**src/logic/dic_pkg.sv**
```systemverilog
// constants and types for the four-channel dma interrupt control block
// assumes a byte-wide register view on a 32-bit classic wishbone slave
package dic_pkg;
   // ***************************************
   // register byte offsets
   // ***************************************
   localparam logic [7:0] OFS_VEC = 8'h00;
   localparam logic [7:0] OFS_CMD = 8'h04;
   localparam logic [7:0] OFS_ICTL = 8'h08;
   localparam logic [7:0] OFS_DEN = 8'h0C;
   localparam logic [7:0] OFS_DCTL = 8'h10;
   localparam logic [7:0] OFS_CNT_FIRST = 8'h14;
   localparam logic [7:0] OFS_CNT_LAST = 8'h30;
   localparam logic [7:0] OFS_TC = 8'h34;
   // ***************************************
   // reset values and the last-byte count
   // ***************************************
   localparam logic [7:0] RST_BYTE = 8'h00;
   localparam logic [3:0] RST_FLAGS = 4'h0;
   localparam logic [15:0] RST_CNT = 16'h0000;
   localparam logic [15:0] CNT_LAST_BYTE = 16'h0001;
   // ***************************************
   // field positions
   // ***************************************
   localparam int ICTL_MIE = 7;
   localparam int ICTL_NOVEC = 5;
   localparam int ICTL_INCL = 4;
   localparam int DCTL_PER_CH = 7;
   localparam int DCTL_ORD_LO = 4;
   localparam int CMD_CODE_LO = 5;
   // ***************************************
   // commands and vector status codes
   // ***************************************
   localparam logic [2:0] CMD_NULL = 3'h0;
   localparam logic [2:0] CMD_CLR_P = 3'h1;
   localparam logic [2:0] CMD_CLR_S = 3'h2;
   localparam logic [2:0] CMD_CLR_B = 3'h3;
   localparam logic [2:0] CMD_SET_P = 3'h5;
   localparam logic [2:0] CMD_SET_S = 3'h6;
   localparam logic [2:0] CMD_SET_B = 3'h7;
   localparam logic [2:0] VST_NONE = 3'h0;
   localparam logic [2:0] VST_RXA = 3'h4;
   localparam logic [2:0] VST_RXB = 3'h5;
   localparam logic [2:0] VST_TXA = 3'h6;
   localparam logic [2:0] VST_TXB = 3'h7;
   // ***************************************
   // service order tables, first served in bits 7:6
   // ***************************************
   localparam logic [7:0] ORD_0 = 8'hE4;
   localparam logic [7:0] ORD_1 = 8'h4E;
   localparam logic [7:0] ORD_2 = 8'hD8;
   localparam logic [7:0] ORD_3 = 8'h72;
   typedef enum logic [1:0] {ST_IDLE, ST_REQ, ST_XFER, ST_GAP} dic_state_e;
endpackage

```
**src/logic/dic_arb_if.sv**
```systemverilog
// carrier between the main block and its service-order arbiter
// assumes one-hot channel vectors, bit 3 receive a down to bit 0 transmit b
`timescale 1ns/10ps
interface dic_arb_if;
   logic [3:0] elig;
   logic [1:0] order;
   logic [3:0] pick;
   logic any;
   modport arb (input elig, input order, output pick, output any);
   modport user (output elig, output order, input pick, input any);
endinterface

```
**src/logic/dic_top.sv**
```systemverilog
// dma interrupt control and channel sequencing, four byte channels
// assumes a classic wishbone master, same-clock dma side, chain pin async
//
// Behaviour
// - return vector on acknowledge, optional status bits
// - command code 000 changes nothing
// - codes 001/010/011 clear pending, service, both
// - codes 101/110/111 set them; 100 reserved
// - low four bits select channels, not stored
// - status shows service high nibble, pending low
// - acknowledge sets service flag of winner
// - winner needs pending, enable, chain, master, quiet
// - channel event sets its pending flag
// - request only if enabled, chained, not in service
// - enable bits 7:4 enable channel transfers
// - enable bits 3:0 enable abort interrupts
// - control bit 7 releases bus after every byte
// - control bits 5:4 choose service order
// - interrupt priority fixed rx a first
// - control bits 3:0 choose address step direction
// - four 16-bit byte counts, low and high
// - status codes 000, 100, 101, 110, 111
// - master enable clear suppresses every interrupt
//
// The placing of the registers and the Wishbone slave port were left to the implementer.
`timescale 1ns/10ps
module dic_top (
   input wire logic REF_CLK_I,
   input wire logic RST_I,
   input wire logic CYC_I,
   input wire logic STB_I,
   input wire logic WE_I,
   input wire logic [7:0] ADR_I,
   input wire logic [3:0] SEL_I,
   input wire logic [31:0] DAT_I,
   output logic [31:0] DAT_O,
   output logic ACK_O,
   input wire logic CHAIN_ENABLE_IN_I,
   input wire logic SERIAL_IRQ_I,
   input wire logic IACK_I,
   output logic [7:0] VEC_O,
   output logic VEC_VALID_O,
   output logic IRQ_O,
   input wire logic [3:0] DMA_REQ_I,
   input wire logic [3:0] ABORT_I,
   input wire logic BUS_GRANT_I,
   output logic BUS_REQ_O,
   output logic XFER_O,
   output logic [3:0] XFER_CH_O,
   output logic ADDR_UP_O
);
   // ***************************************
   // functions
   // ***************************************
   // {hit, two-bit channel index, high byte} of a count register address
   function automatic logic [3:0] cnt_dec(input logic [7:0] a);
      logic [7:0] d;
      logic hit;
      d = a - dic_pkg::OFS_CNT_FIRST;
      hit = (a >= dic_pkg::OFS_CNT_FIRST) && (a <= dic_pkg::OFS_CNT_LAST);
      cnt_dec = {hit, 2'h3 - d[4:3], d[2]};
   endfunction

   // fixed interrupt priority, bit 3 highest
   function automatic logic [3:0] top_one(input logic [3:0] v);
      top_one = 4'h0;
      if (v[3]) top_one = 4'h8;
      else if (v[2]) top_one = 4'h4;
      else if (v[1]) top_one = 4'h2;
      else if (v[0]) top_one = 4'h1;
   endfunction

   function automatic logic [2:0] vst(input logic [3:0] oh);
      unique case (oh)
         4'h8: vst = dic_pkg::VST_RXA;
         4'h4: vst = dic_pkg::VST_TXA;
         4'h2: vst = dic_pkg::VST_RXB;
         4'h1: vst = dic_pkg::VST_TXB;
         default: vst = dic_pkg::VST_NONE;
      endcase
   endfunction

   // ***************************************
   // declarations
   // ***************************************
   logic ack_ff;
   logic [31:0] dat_ff;
   logic [7:0] vec_ff;
   logic [7:0] ictl_ff;
   logic [7:0] den_ff;
   logic [7:0] dctl_ff;
   logic [3:0] pend_ff;
   logic [3:0] ius_ff;
   logic [3:0] tc_ff;
   logic [15:0] cnt_ff [4];
   logic [2:0] sync_ff;
   logic chain_ff;
   logic irq_ff;
   logic [7:0] vout_ff;
   logic vvalid_ff;
   dic_pkg::dic_state_e st_ff;
   logic bus_req_ff;
   logic xfer_ff;
   logic [3:0] xch_ff;
   logic up_ff;
   logic req;
   logic wr;
   logic [7:0] adr;
   logic [3:0] cdec;
   logic cmd_wr;
   logic [2:0] code;
   logic [3:0] csel;
   logic [3:0] clr_p;
   logic [3:0] clr_s;
   logic [3:0] set_p;
   logic [3:0] set_s;
   logic [3:0] hi_oh;
   logic hi_ok;
   logic xfer_now;
   logic [3:0] tc_hit;
   logic [3:0] cnt_wr;
   logic [3:0] hw_set;
   dic_arb_if arb_if ();

   dic_arb u_arb (
      .a(arb_if.arb)
   );

   // ***************************************
   // bus slave: one wait state, ack after one cycle
   // ***************************************
   assign req = CYC_I & STB_I & ~ack_ff;
   assign wr = req & WE_I & SEL_I[0];
   assign adr = {ADR_I[7:2], 2'h0};
   assign cdec = cnt_dec(adr);

   always_ff @(posedge REF_CLK_I) begin
      if (RST_I) begin
         ack_ff <= 1'b0;
      end else begin
         ack_ff <= req;
      end
   end

   always_ff @(posedge REF_CLK_I) begin
      if (RST_I) begin
         dat_ff <= 32'h0000_0000;
      end else if (req) begin
         dat_ff <= 32'h0000_0000;
         if (cdec[3]) begin
            dat_ff[7:0] <= cdec[0] ? cnt_ff[cdec[2:1]][15:8] : cnt_ff[cdec[2:1]][7:0];
         end else begin
            unique case (adr)
               dic_pkg::OFS_VEC: dat_ff[7:0] <= vec_ff;
               dic_pkg::OFS_CMD: dat_ff[7:0] <= {ius_ff, pend_ff};
               dic_pkg::OFS_ICTL: dat_ff[7:0] <= ictl_ff;
               dic_pkg::OFS_DEN: dat_ff[7:0] <= den_ff;
               dic_pkg::OFS_DCTL: dat_ff[7:0] <= dctl_ff;
               dic_pkg::OFS_TC: dat_ff[3:0] <= tc_ff;
               default: dat_ff <= 32'h0000_0000;
            endcase
         end
      end
   end

   assign ACK_O = ack_ff;
   assign DAT_O = dat_ff;

   // ***************************************
   // control registers
   // ***************************************
   always_ff @(posedge REF_CLK_I) begin
      if (RST_I) begin
         vec_ff <= dic_pkg::RST_BYTE;
         ictl_ff <= dic_pkg::RST_BYTE;
         den_ff <= dic_pkg::RST_BYTE;
         dctl_ff <= dic_pkg::RST_BYTE;
      end else if (wr) begin
         if (adr == dic_pkg::OFS_VEC) vec_ff <= DAT_I[7:0];
         if (adr == dic_pkg::OFS_ICTL) ictl_ff <= DAT_I[7:0];
         if (adr == dic_pkg::OFS_DEN) den_ff <= DAT_I[7:0];
         if (adr == dic_pkg::OFS_DCTL) dctl_ff <= DAT_I[7:0];
      end
   end

   // ***************************************
   // interrupt command decode
   // ***************************************
   // bit 4 is ignored; selects act for this write only
   assign cmd_wr = wr && (adr == dic_pkg::OFS_CMD);
   assign code = DAT_I[dic_pkg::CMD_CODE_LO +: 3];
   assign csel = cmd_wr ? DAT_I[3:0] : 4'h0;
   assign clr_p = (code == dic_pkg::CMD_CLR_P || code == dic_pkg::CMD_CLR_B) ? csel : 4'h0;
   assign clr_s = (code == dic_pkg::CMD_CLR_S || code == dic_pkg::CMD_CLR_B) ? csel : 4'h0;
   assign set_p = (code == dic_pkg::CMD_SET_P || code == dic_pkg::CMD_SET_B) ? csel : 4'h0;
   assign set_s = (code == dic_pkg::CMD_SET_S || code == dic_pkg::CMD_SET_B) ? csel : 4'h0;
   // null and reserved codes fall through with all four masks zero

   // ***************************************
   // chain enable pin synchroniser
   // ***************************************
   always_ff @(posedge REF_CLK_I) begin
      if (RST_I) begin
         sync_ff <= 3'h0;
      end else begin
         sync_ff <= {sync_ff[1:0], CHAIN_ENABLE_IN_I};
      end
   end

   // a change counts only once stages two and three agree
   always_ff @(posedge REF_CLK_I) begin
      if (RST_I) begin
         chain_ff <= 1'b0;
      end else if (sync_ff[1] == sync_ff[2]) begin
         chain_ff <= sync_ff[2];
      end
   end

   // ***************************************
   // pending and in-service flags
   // ***************************************
   assign hi_oh = top_one(pend_ff & ictl_ff[3:0]);
   assign hi_ok = (hi_oh != 4'h0) && chain_ff && ictl_ff[dic_pkg::ICTL_MIE] && !SERIAL_IRQ_I;
   assign hw_set = tc_hit | (ABORT_I & den_ff[3:0]);

   // hardware set beats a same-cycle software clear
   always_ff @(posedge REF_CLK_I) begin
      if (RST_I) begin
         pend_ff <= dic_pkg::RST_FLAGS;
      end else begin
         pend_ff <= (pend_ff & ~clr_p) | set_p | hw_set;
      end
   end

   always_ff @(posedge REF_CLK_I) begin
      if (RST_I) begin
         ius_ff <= dic_pkg::RST_FLAGS;
      end else begin
         ius_ff <= (ius_ff & ~clr_s) | set_s | ((IACK_I && hi_ok) ? hi_oh : 4'h0);
      end
   end

   always_ff @(posedge REF_CLK_I) begin
      if (RST_I) begin
         irq_ff <= 1'b0;
      end else begin
         irq_ff <= ictl_ff[dic_pkg::ICTL_MIE] && chain_ff
            && |(pend_ff & ictl_ff[3:0] & ~ius_ff);
      end
   end

   // ***************************************
   // vector return
   // ***************************************
   always_ff @(posedge REF_CLK_I) begin
      if (RST_I) begin
         vout_ff <= dic_pkg::RST_BYTE;
         vvalid_ff <= 1'b0;
      end else begin
         vvalid_ff <= IACK_I && hi_ok && !ictl_ff[dic_pkg::ICTL_NOVEC];
         if (IACK_I) begin
            vout_ff <= vec_ff;
            if (ictl_ff[dic_pkg::ICTL_INCL]) vout_ff[3:1] <= vst(hi_ok ? hi_oh : 4'h0);
         end
      end
   end

   assign IRQ_O = irq_ff;
   assign VEC_O = vout_ff;
   assign VEC_VALID_O = vvalid_ff;

   // ***************************************
   // transfer sequencing
   // ***************************************
   assign arb_if.elig = den_ff[7:4] & DMA_REQ_I & ~tc_ff;
   assign arb_if.order = dctl_ff[dic_pkg::DCTL_ORD_LO +: 2];
   assign xfer_now = (st_ff == dic_pkg::ST_XFER) && arb_if.any;

   // the gap state lets a serviced request drop before it is sampled again
   always_ff @(posedge REF_CLK_I) begin
      if (RST_I) begin
         st_ff <= dic_pkg::ST_IDLE;
         bus_req_ff <= 1'b0;
      end else begin
         unique case (st_ff)
            dic_pkg::ST_IDLE: begin
               if (arb_if.any) begin
                  st_ff <= dic_pkg::ST_REQ;
                  bus_req_ff <= 1'b1;
               end
            end
            dic_pkg::ST_REQ: begin
               if (BUS_GRANT_I) st_ff <= dic_pkg::ST_XFER;
            end
            dic_pkg::ST_XFER: begin
               st_ff <= dic_pkg::ST_GAP;
            end
            dic_pkg::ST_GAP: begin
               if (dctl_ff[dic_pkg::DCTL_PER_CH] || !arb_if.any) begin
                  st_ff <= dic_pkg::ST_IDLE;
                  bus_req_ff <= 1'b0;
               end else begin
                  st_ff <= dic_pkg::ST_XFER;
               end
            end
         endcase
      end
   end

   always_ff @(posedge REF_CLK_I) begin
      if (RST_I) begin
         xfer_ff <= 1'b0;
         xch_ff <= 4'h0;
         up_ff <= 1'b0;
      end else begin
         xfer_ff <= xfer_now;
         if (xfer_now) begin
            xch_ff <= arb_if.pick;
            up_ff <= |(arb_if.pick & dctl_ff[3:0]);
         end
      end
   end

   assign BUS_REQ_O = bus_req_ff;
   assign XFER_O = xfer_ff;
   assign XFER_CH_O = xch_ff;
   assign ADDR_UP_O = up_ff;

   // ***************************************
   // byte counts and terminal count
   // ***************************************
   always_comb begin
      for (int b = 0; b < 4; b++) begin
         cnt_wr[b] = wr && cdec[3] && (cdec[2:1] == 2'(b));
         tc_hit[b] = xfer_now && arb_if.pick[b] && (cnt_ff[b] == dic_pkg::CNT_LAST_BYTE);
      end
   end

   // a bus write to a count byte wins over a same-cycle decrement
   always_ff @(posedge REF_CLK_I) begin
      if (RST_I) begin
         for (int b = 0; b < 4; b++) cnt_ff[b] <= dic_pkg::RST_CNT;
      end else begin
         for (int b = 0; b < 4; b++) begin
            if (cnt_wr[b]) begin
               if (cdec[0]) cnt_ff[b][15:8] <= DAT_I[7:0];
               else cnt_ff[b][7:0] <= DAT_I[7:0];
            end else if (xfer_now && arb_if.pick[b]) begin
               cnt_ff[b] <= cnt_ff[b] - 16'h0001;
            end
         end
      end
   end

   // terminal count parks the channel until its count is rewritten
   always_ff @(posedge REF_CLK_I) begin
      if (RST_I) begin
         tc_ff <= dic_pkg::RST_FLAGS;
      end else begin
         tc_ff <= (tc_ff & ~cnt_wr) | tc_hit;
      end
   end
endmodule

```
**src/logic/dic_arb.sv**
```systemverilog
// service-order arbiter for simultaneous channel requests
// assumes requests already qualified by channel enable and terminal count
`timescale 1ns/10ps
module dic_arb (
   dic_arb_if.arb a
);
   logic [7:0] seq;
   // ***************************************
   // pick first eligible channel in programmed order
   // ***************************************
   always_comb begin
      unique case (a.order)
         2'h0: seq = dic_pkg::ORD_0;
         2'h1: seq = dic_pkg::ORD_1;
         2'h2: seq = dic_pkg::ORD_2;
         2'h3: seq = dic_pkg::ORD_3;
      endcase
      a.pick = 4'h0;
      for (int i = 3; i >= 0; i--) begin
         if (a.pick == 4'h0 && a.elig[seq[i*2 +: 2]]) begin
            a.pick[seq[i*2 +: 2]] = 1'b1;
         end
      end
      a.any = |a.elig;
   end
endmodule

```
**config.mk**
```make
export PLATFORM = sky130hd
export DESIGN_NAME = dic_top
export DESIGN_NICKNAME = d
export VERILOG_FILES = /design/src/logic/dic_pkg.sv /design/src/logic/dic_arb_if.sv /design/src/logic/dic_top.sv /design/src/logic/dic_arb.sv
export SDC_FILE = /design/constraint.sdc
export NUM_CORES = 1
export LEC_CHECK = 0
export BUFFER_PORTS_ARGS = -buffer_cell sky130_fd_sc_hd__buf_2
export CORE_ASPECT_RATIO = 1.2
export CORE_MARGIN = 2
export CORE_UTILIZATION = 55
export CTS_CLUSTER_DIAMETER = 30
export CTS_CLUSTER_SIZE = 10
export DETAILED_ROUTE_END_ITERATION = 8
export GPL_TIMING_DRIVEN = 0
export PLACE_DENSITY_LB_ADDON = 0.12
export SYNTH_ARGS = -nofsm -noshare
export SYNTH_HDL_FRONTEND = slang
export SYNTH_SLANG_ARGS = --single-unit
```
**constraint.sdc**
```tcl
create_clock -name REF_CLK_I -period 4.09 [get_ports REF_CLK_I]
set_input_delay 0.2045 -clock REF_CLK_I [delete_from_list [all_inputs] [get_ports REF_CLK_I]]
set_output_delay 0.2045 -clock REF_CLK_I [all_outputs]
set_load 0.01 [all_outputs]
```
Word-level counts from Yosys, hierarchy flattened --
Memories as Yosys holds them, arrays and structs flattened. Index checks and enable logic that the tools add are counted.
Word-level totals: output and inout port bits 50, memories 1, latch bits 0, logic and storage cells 273, register bits after elaboration 76, memory bits (writable) 64, bits of input ports 61, memory bits (read-only) 0
Operators by class: magnitude comparators 10, muxes and demuxes 105, add/sub/neg operators 6, bitwise logic cells 44, equality and inequality tests 32, shift operators 0, div/mod/pow operators 0, reduce and logical (&&, ||, !) cells 56, $mul 0
Memory list:
- cnt_ff | depth 4, width 16, read ports 5, clocked after memory_dff 0, write ports 4, RTL line dic_top.sv:95 | logic [15:0] cnt_ff [4];
Operators with widths (count):
- 2-to-1 mux 8 bit | 18
- equality test 16 x 1 -> 1 bit (second input constant) | 4
- subtractor 16 x 1 -> 16 bit (second input constant) | 4
- 2-to-1 mux 1 bit | 55
- 2-to-1 mux 4 bit | 12
- AND 4 bit | 9
- bitwise OR 4 bit | 9
- one-hot mux 8 bit (4 select lines) | 1
- logical AND 1 bit | 30
- one-hot mux 4 bit (6 select lines) | 1
- inverter 4 bit | 5
- one-hot mux 4 bit (5 select lines) | 1
- bitwise OR 1 bit | 16
- equality test 2 bit (second input constant) | 6
- equality test 6 x 2 -> 1 bit (second input constant) | 2
- logical NOT 4 bit | 3
- < comparator 2 x 3 -> 1 bit (second input constant) | 4
- one-hot mux 3 bit (4 select lines) | 1
- OR reduction 4 bit | 3
- AND reduction 2 bit | 5
- equality test 3 bit (second input constant) | 3
- binary-select mux 1 bit (select 2 bit) | 4
- demux 1 bit (select 2 bit) | 4
- >= comparator 2 x 1 -> 1 bit (second input constant) | 4
- other kinds (29) | 49

Depth between registers and ports, before layout --
word-level depth 22, gate-level depth with buffers 13, depth with buffers taken out 9

By module --
From an unflattened synthesis, not the netlist that was laid out.
Unflattened totals: cells, all modules 850, area total of the unflattened synthesis 8456.9 um2
Modules (own cells, without submodules):
- dic_top | times used 1, seq. area each 3443.3 um2, area each 8037.7 um2, cells each 795
- dic_arb | times used 1, seq. area each 0.0 um2, area each 419.2 um2, cells each 55

Least setup slack after synthesis --
Ideal clock, no wire load.
path kind register -> register, start register dctl_ff[4], end memory cnt_ff[2][10] (enable), library setup time 0.376 ns, setup slack 0.648 ns, cell stages (with the launch flop) 12, path buffers 2, required time 3.714 ns, arrival 3.066 ns, period minus slack after synthesis 3.442 ns, cells stage by stage dfxtp_1 > clkbuf_1 > inv_1 > ha_1 > nor2_1 > mux4_2 > o211ai_2 > nand2_2 > o41ai_4 > nand3_4 > buf_6 > o211ai_1
RTL lines:
- start: declaration | RTL line dic_top.sv:91 | logic [7:0] dctl_ff;
- start signal: assignment | RTL line dic_top.sv:177 | dctl_ff <= dic_pkg::RST_BYTE;
- start signal: assignment | RTL line dic_top.sv:182 | if (adr == dic_pkg::OFS_DCTL) dctl_ff <= DAT_I[7:0];
- end: declaration | RTL line dic_top.sv:95

==> flow_summary.yaml <==
route:
  drt_iter0_drc: 881
  vias: 7357
  drcViolationCount: 0
  post_drt_wl_per_cell_um: 21.2
  vias_per_cell: 6.21
  wirelength_mm: 25.1
  ant_nets: 0
  drtPass1Iterations: 6
sta:
  slew_violations: 0
  finalClockSkew_ps: 9.08
  setup_viol: 0
  slew-limit-headroom_pct: 10.9
  rsz0062_at_grt: "false"
  tightest_slew_ps: 1330
  hold_violations: 0
  hold_ws_ps: 33.8
  fin_crit_ps: 3850
  fmax_mhz: 259
  period_share_pct: 94.2
logic_synthesis:
  yosysWarnings: 0
  synth-edff-count: 64
  yosysSeqAreaShare_pct: 41.2
  synthArstFlopShare_pct: 0
  synth-main-ff-cell: "dfxtp_1"
  yosys-top-cells-area: "edfxtp_1, dfxtp_1, o2bb2ai_1"
  synth_compound_area_share_pct: 15.5
  ys_ff_latch: 140
  yosys.area_share.simple_pct: 19.9
  synth.top_cell.area_share_pct: 23.0
  synth_fa_ha_area_share_pct: 2.85
  muxShareOfSynthArea_pct: 9.68
  synth.distinct_cells: 67
  synthXorXnorAreaFrac_pct: 5.66
  synth_top_cell_by_area: "edfxtp_1"
  synth_top_family_by_area: "simple AND/OR/NAND/NOR gates"
  synth_area_sq_um: 8350
  netlist_instances: 868
  syn_avg_cell_area_sq_um: 9.62
power:
  swShare_pct: 24.1
  p_sw_uw: 859
  power_density_nw_per_um2: 367
  pwr-share-clk_pct: 48.1
  leakagePower_nw: 3.55
  intPower_mw: 2.70
  vdd_ir_drop_max_mv: 0.249
  p_seq_share_pct: 43.1
  combinationalPowerShare_pct: 8.8
  fin_total_pwr_mw: 3.56
setup_path:
  cp-endpoint: "cnt_ff[1][7]"
  cp.buffers_inverters: 6
  path_depth: 11
  critPathLaunch: "ADR_I[2]"
  r2r_slack_ps: 260
  path_class: "in -> reg"
  crit_fanout: 12
  reg2reg_from: "dctl_ff[4]"
  slowest_stage: "xnor2_1"
  max_stage_delay_ps: 790
  end_kind: "register"
  reg2reg_depth: 11
  cp_data_required_time_ps: 4140
  cpLargestDelayFamily: "buffers and inverters"
  start_kind: "primary input"
  arrival_ps: 3900
  crit_chain: "buf_2 > clkbuf_1 > inv_1 > clkbuf_1 > ha_1 > xnor2_1 > buf_4 > nand3_1 > nand3_2 > buf_2 > o211ai_1"
  r2r_end: "cnt_ff[2][5]"
min_path:
  min_from: "ABORT_I[1]"
  min_path_type: "in -> reg"
grt:
  grt_pass1_vias: 6942
  grt_pass1_wl_mm: 38.8
  grtUsageTotal_pct: 32.0
  antenna_found_initial: 0
  grt_start_max_net_pins: 17
  grt_overflow: 0
floorplanning:
  dieArea_sq_um: 16200
  die_h_um: 139
  core_area_sq_um: 14900
  ioPinCount: 111
  initial_core_util_pct: 56.1
  rows: 49
  fp.dieW_um: 117
final_layout:
  final_area_sq_um: 9690
  n_antenna_cell: 0
  drive_gt1_share_pct: 16.1
  num-nets-final: 1048
  area_growth_pct: 16.0
  post-route-util_pct: 65.1
  fin_cells: 1185
placement:
  port_buffers: 54
  hpwl_mm: 18.3
  post-place-cells: 1149
  place_area_sq_um: 8960
  place.gp.congestion: 0.937
clock_network:
  cts_tree: "built"
  clk_pin_slew_ps: 60
  cts.path.max_buffers: 2
  cts_root_buf: "clkbuf_16"
  clk_latency_ps: 440
  cts_buffers: 17
  h-tree-depth: 4
  clock_sinks: 140
run:
  cap_violations: 0
run_status:
  status: "complete, no violations"
[metal layers]
metal | part of all wire [%] | track usage (%) | vias to the layer above | wire [um]
li1 | - | - | 3393 | -
met1 | 38 | 39.8 | 3457 | 9550
met2 | 48 | 50.9 | 405 | 12100
met3 | 8.1 | 6.42 | 102 | 2040
met4 | 5.9 | 19.1 | 0 | 1490
met5 | 0 | 0 | - | 0
[final cells by class]
cell class | instances | area (sq um)
inverters | 13 | 48.8
well taps | 204 | 255
clock buffers | 23 | 554
repair buffers | 58 | 315
fillers | 1269 | 5210
clock inverters | 9 | 115
plain buffers | 70 | 380
multi-input cells | 668 | 4580
flip-flops and latches | 140 | 3440
[registers in the layout, summed over array words and instances, names as in the netlist]
name	count
VEC_VALID_O	1
DAT_O	8
XFER_CH_O	4
dctl_ff	8
ictl_ff	8
ius_ff	4
ACK_O	1
cnt_ff	64
tc_ff	4
sync_ff	3
chain_ff	1
st_ff	2
IRQ_O	1
VEC_O	8
den_ff	8
vec_ff	8
XFER_O	1
pend_ff	4
BUS_REQ_O	1
ADDR_UP_O	1
[tightest hold or removal path, cell delays in order]
cell and delay [ps]:
buf_2 90, nand2_1 50, a31oi_1 70
[synthesized netlist by cell type, drive strengths merged (19+ instances only)]
| master | count |
|---|---|
| a21oi | 43 |
| buf | 41 |
| clkbuf | 29 |
| dfxtp | 76 |
| edfxtp | 64 |
| ha | 19 |
| mux2i | 38 |
| mux4 | 19 |
| nand2 | 99 |
| nand3 | 34 |
| nor2 | 88 |
| nor3 | 31 |
| nor4 | 22 |
| o2bb2ai | 57 |
| xnor2 | 40 |
[repair_timing]
| action | in CTS | in global routing |
|---|---|---|
| gates resized for setup | 0 | 3 |
| hold endpoints to repair | 1 | 0 |
| buffers inserted | 0 | 3 |
| setup endpoints to repair | 0 | 64 |
| hold buffers | 1 | 0 |
[placed cells by master, fill, tap and decap left out, types with 13 or more instances in the layout]
cell type  synthesis  layout
o2bb2ai_1         57      57
buf_2              3      57
mux2i_1           38      38
nor2_1            87      87
nor3_1            30      30
nor4_1            21      20
xor2_1            14      14
clkbuf_1          29      29
clkbuf_16          0      22
mux4_2            19      19
xnor2_1           40      40
buf_4             26      28
conb_1             1      24
nand3_1           31      30
nand2_1           98      98
a21oi_1           43      43
edfxtp_1          64      64
inv_1             13      13
ha_1              19      19
dfxtp_1           76      76
[cell families after synthesis]
| kind of cell | Yosys count |
|---|---|
| AND/OR/NAND/NOR | 338 |
| AO/OA/AOI/OAI | 176 |
| flip-flops | 140 |
| buffers and inverters | 83 |
| multiplexers | 57 |
| XOR/XNOR | 54 |
| adder cells (fa/ha/maj) | 19 |
| other | 1 |
[power groups by stage]
stage | Sequential (mW) | Combinational, mW | Clock [mW]
floorplan | 1.55 | 0.201 | 0
global placement | 1.56 | 0.298 | 0
detailed placement | 1.56 | 0.298 | 0
CTS | 1.53 | 0.300 | 1.72
global route | 1.54 | 0.332 | 1.79
finish | 1.53 | 0.312 | 1.71
[metrics by stage]
| stage | setup slack (ps) | setup TNS (ps) |
|---|---|---|
| floorplan | 648 | 0 |
| global placement | -222 | -3010 |
| detailed placement | -273 | -3750 |
| CTS | 5.55 | 0 |
| global route | 3.01 | 0 |
| finish | 236 | 0 |
[worst min path at each step]
stage                       to  slack, ps  depth (start not counted)
finish              pend_ff[1]         30                          3
global placement    sync_ff[0]        410                          2
CTS                 pend_ff[1]         30                          3
floorplan           sync_ff[0]        330                          1
detailed placement  sync_ff[0]        420                          2
global route         den_ff[4]         60                          3
No activity file was read; power rests on OpenSTA's default activity.
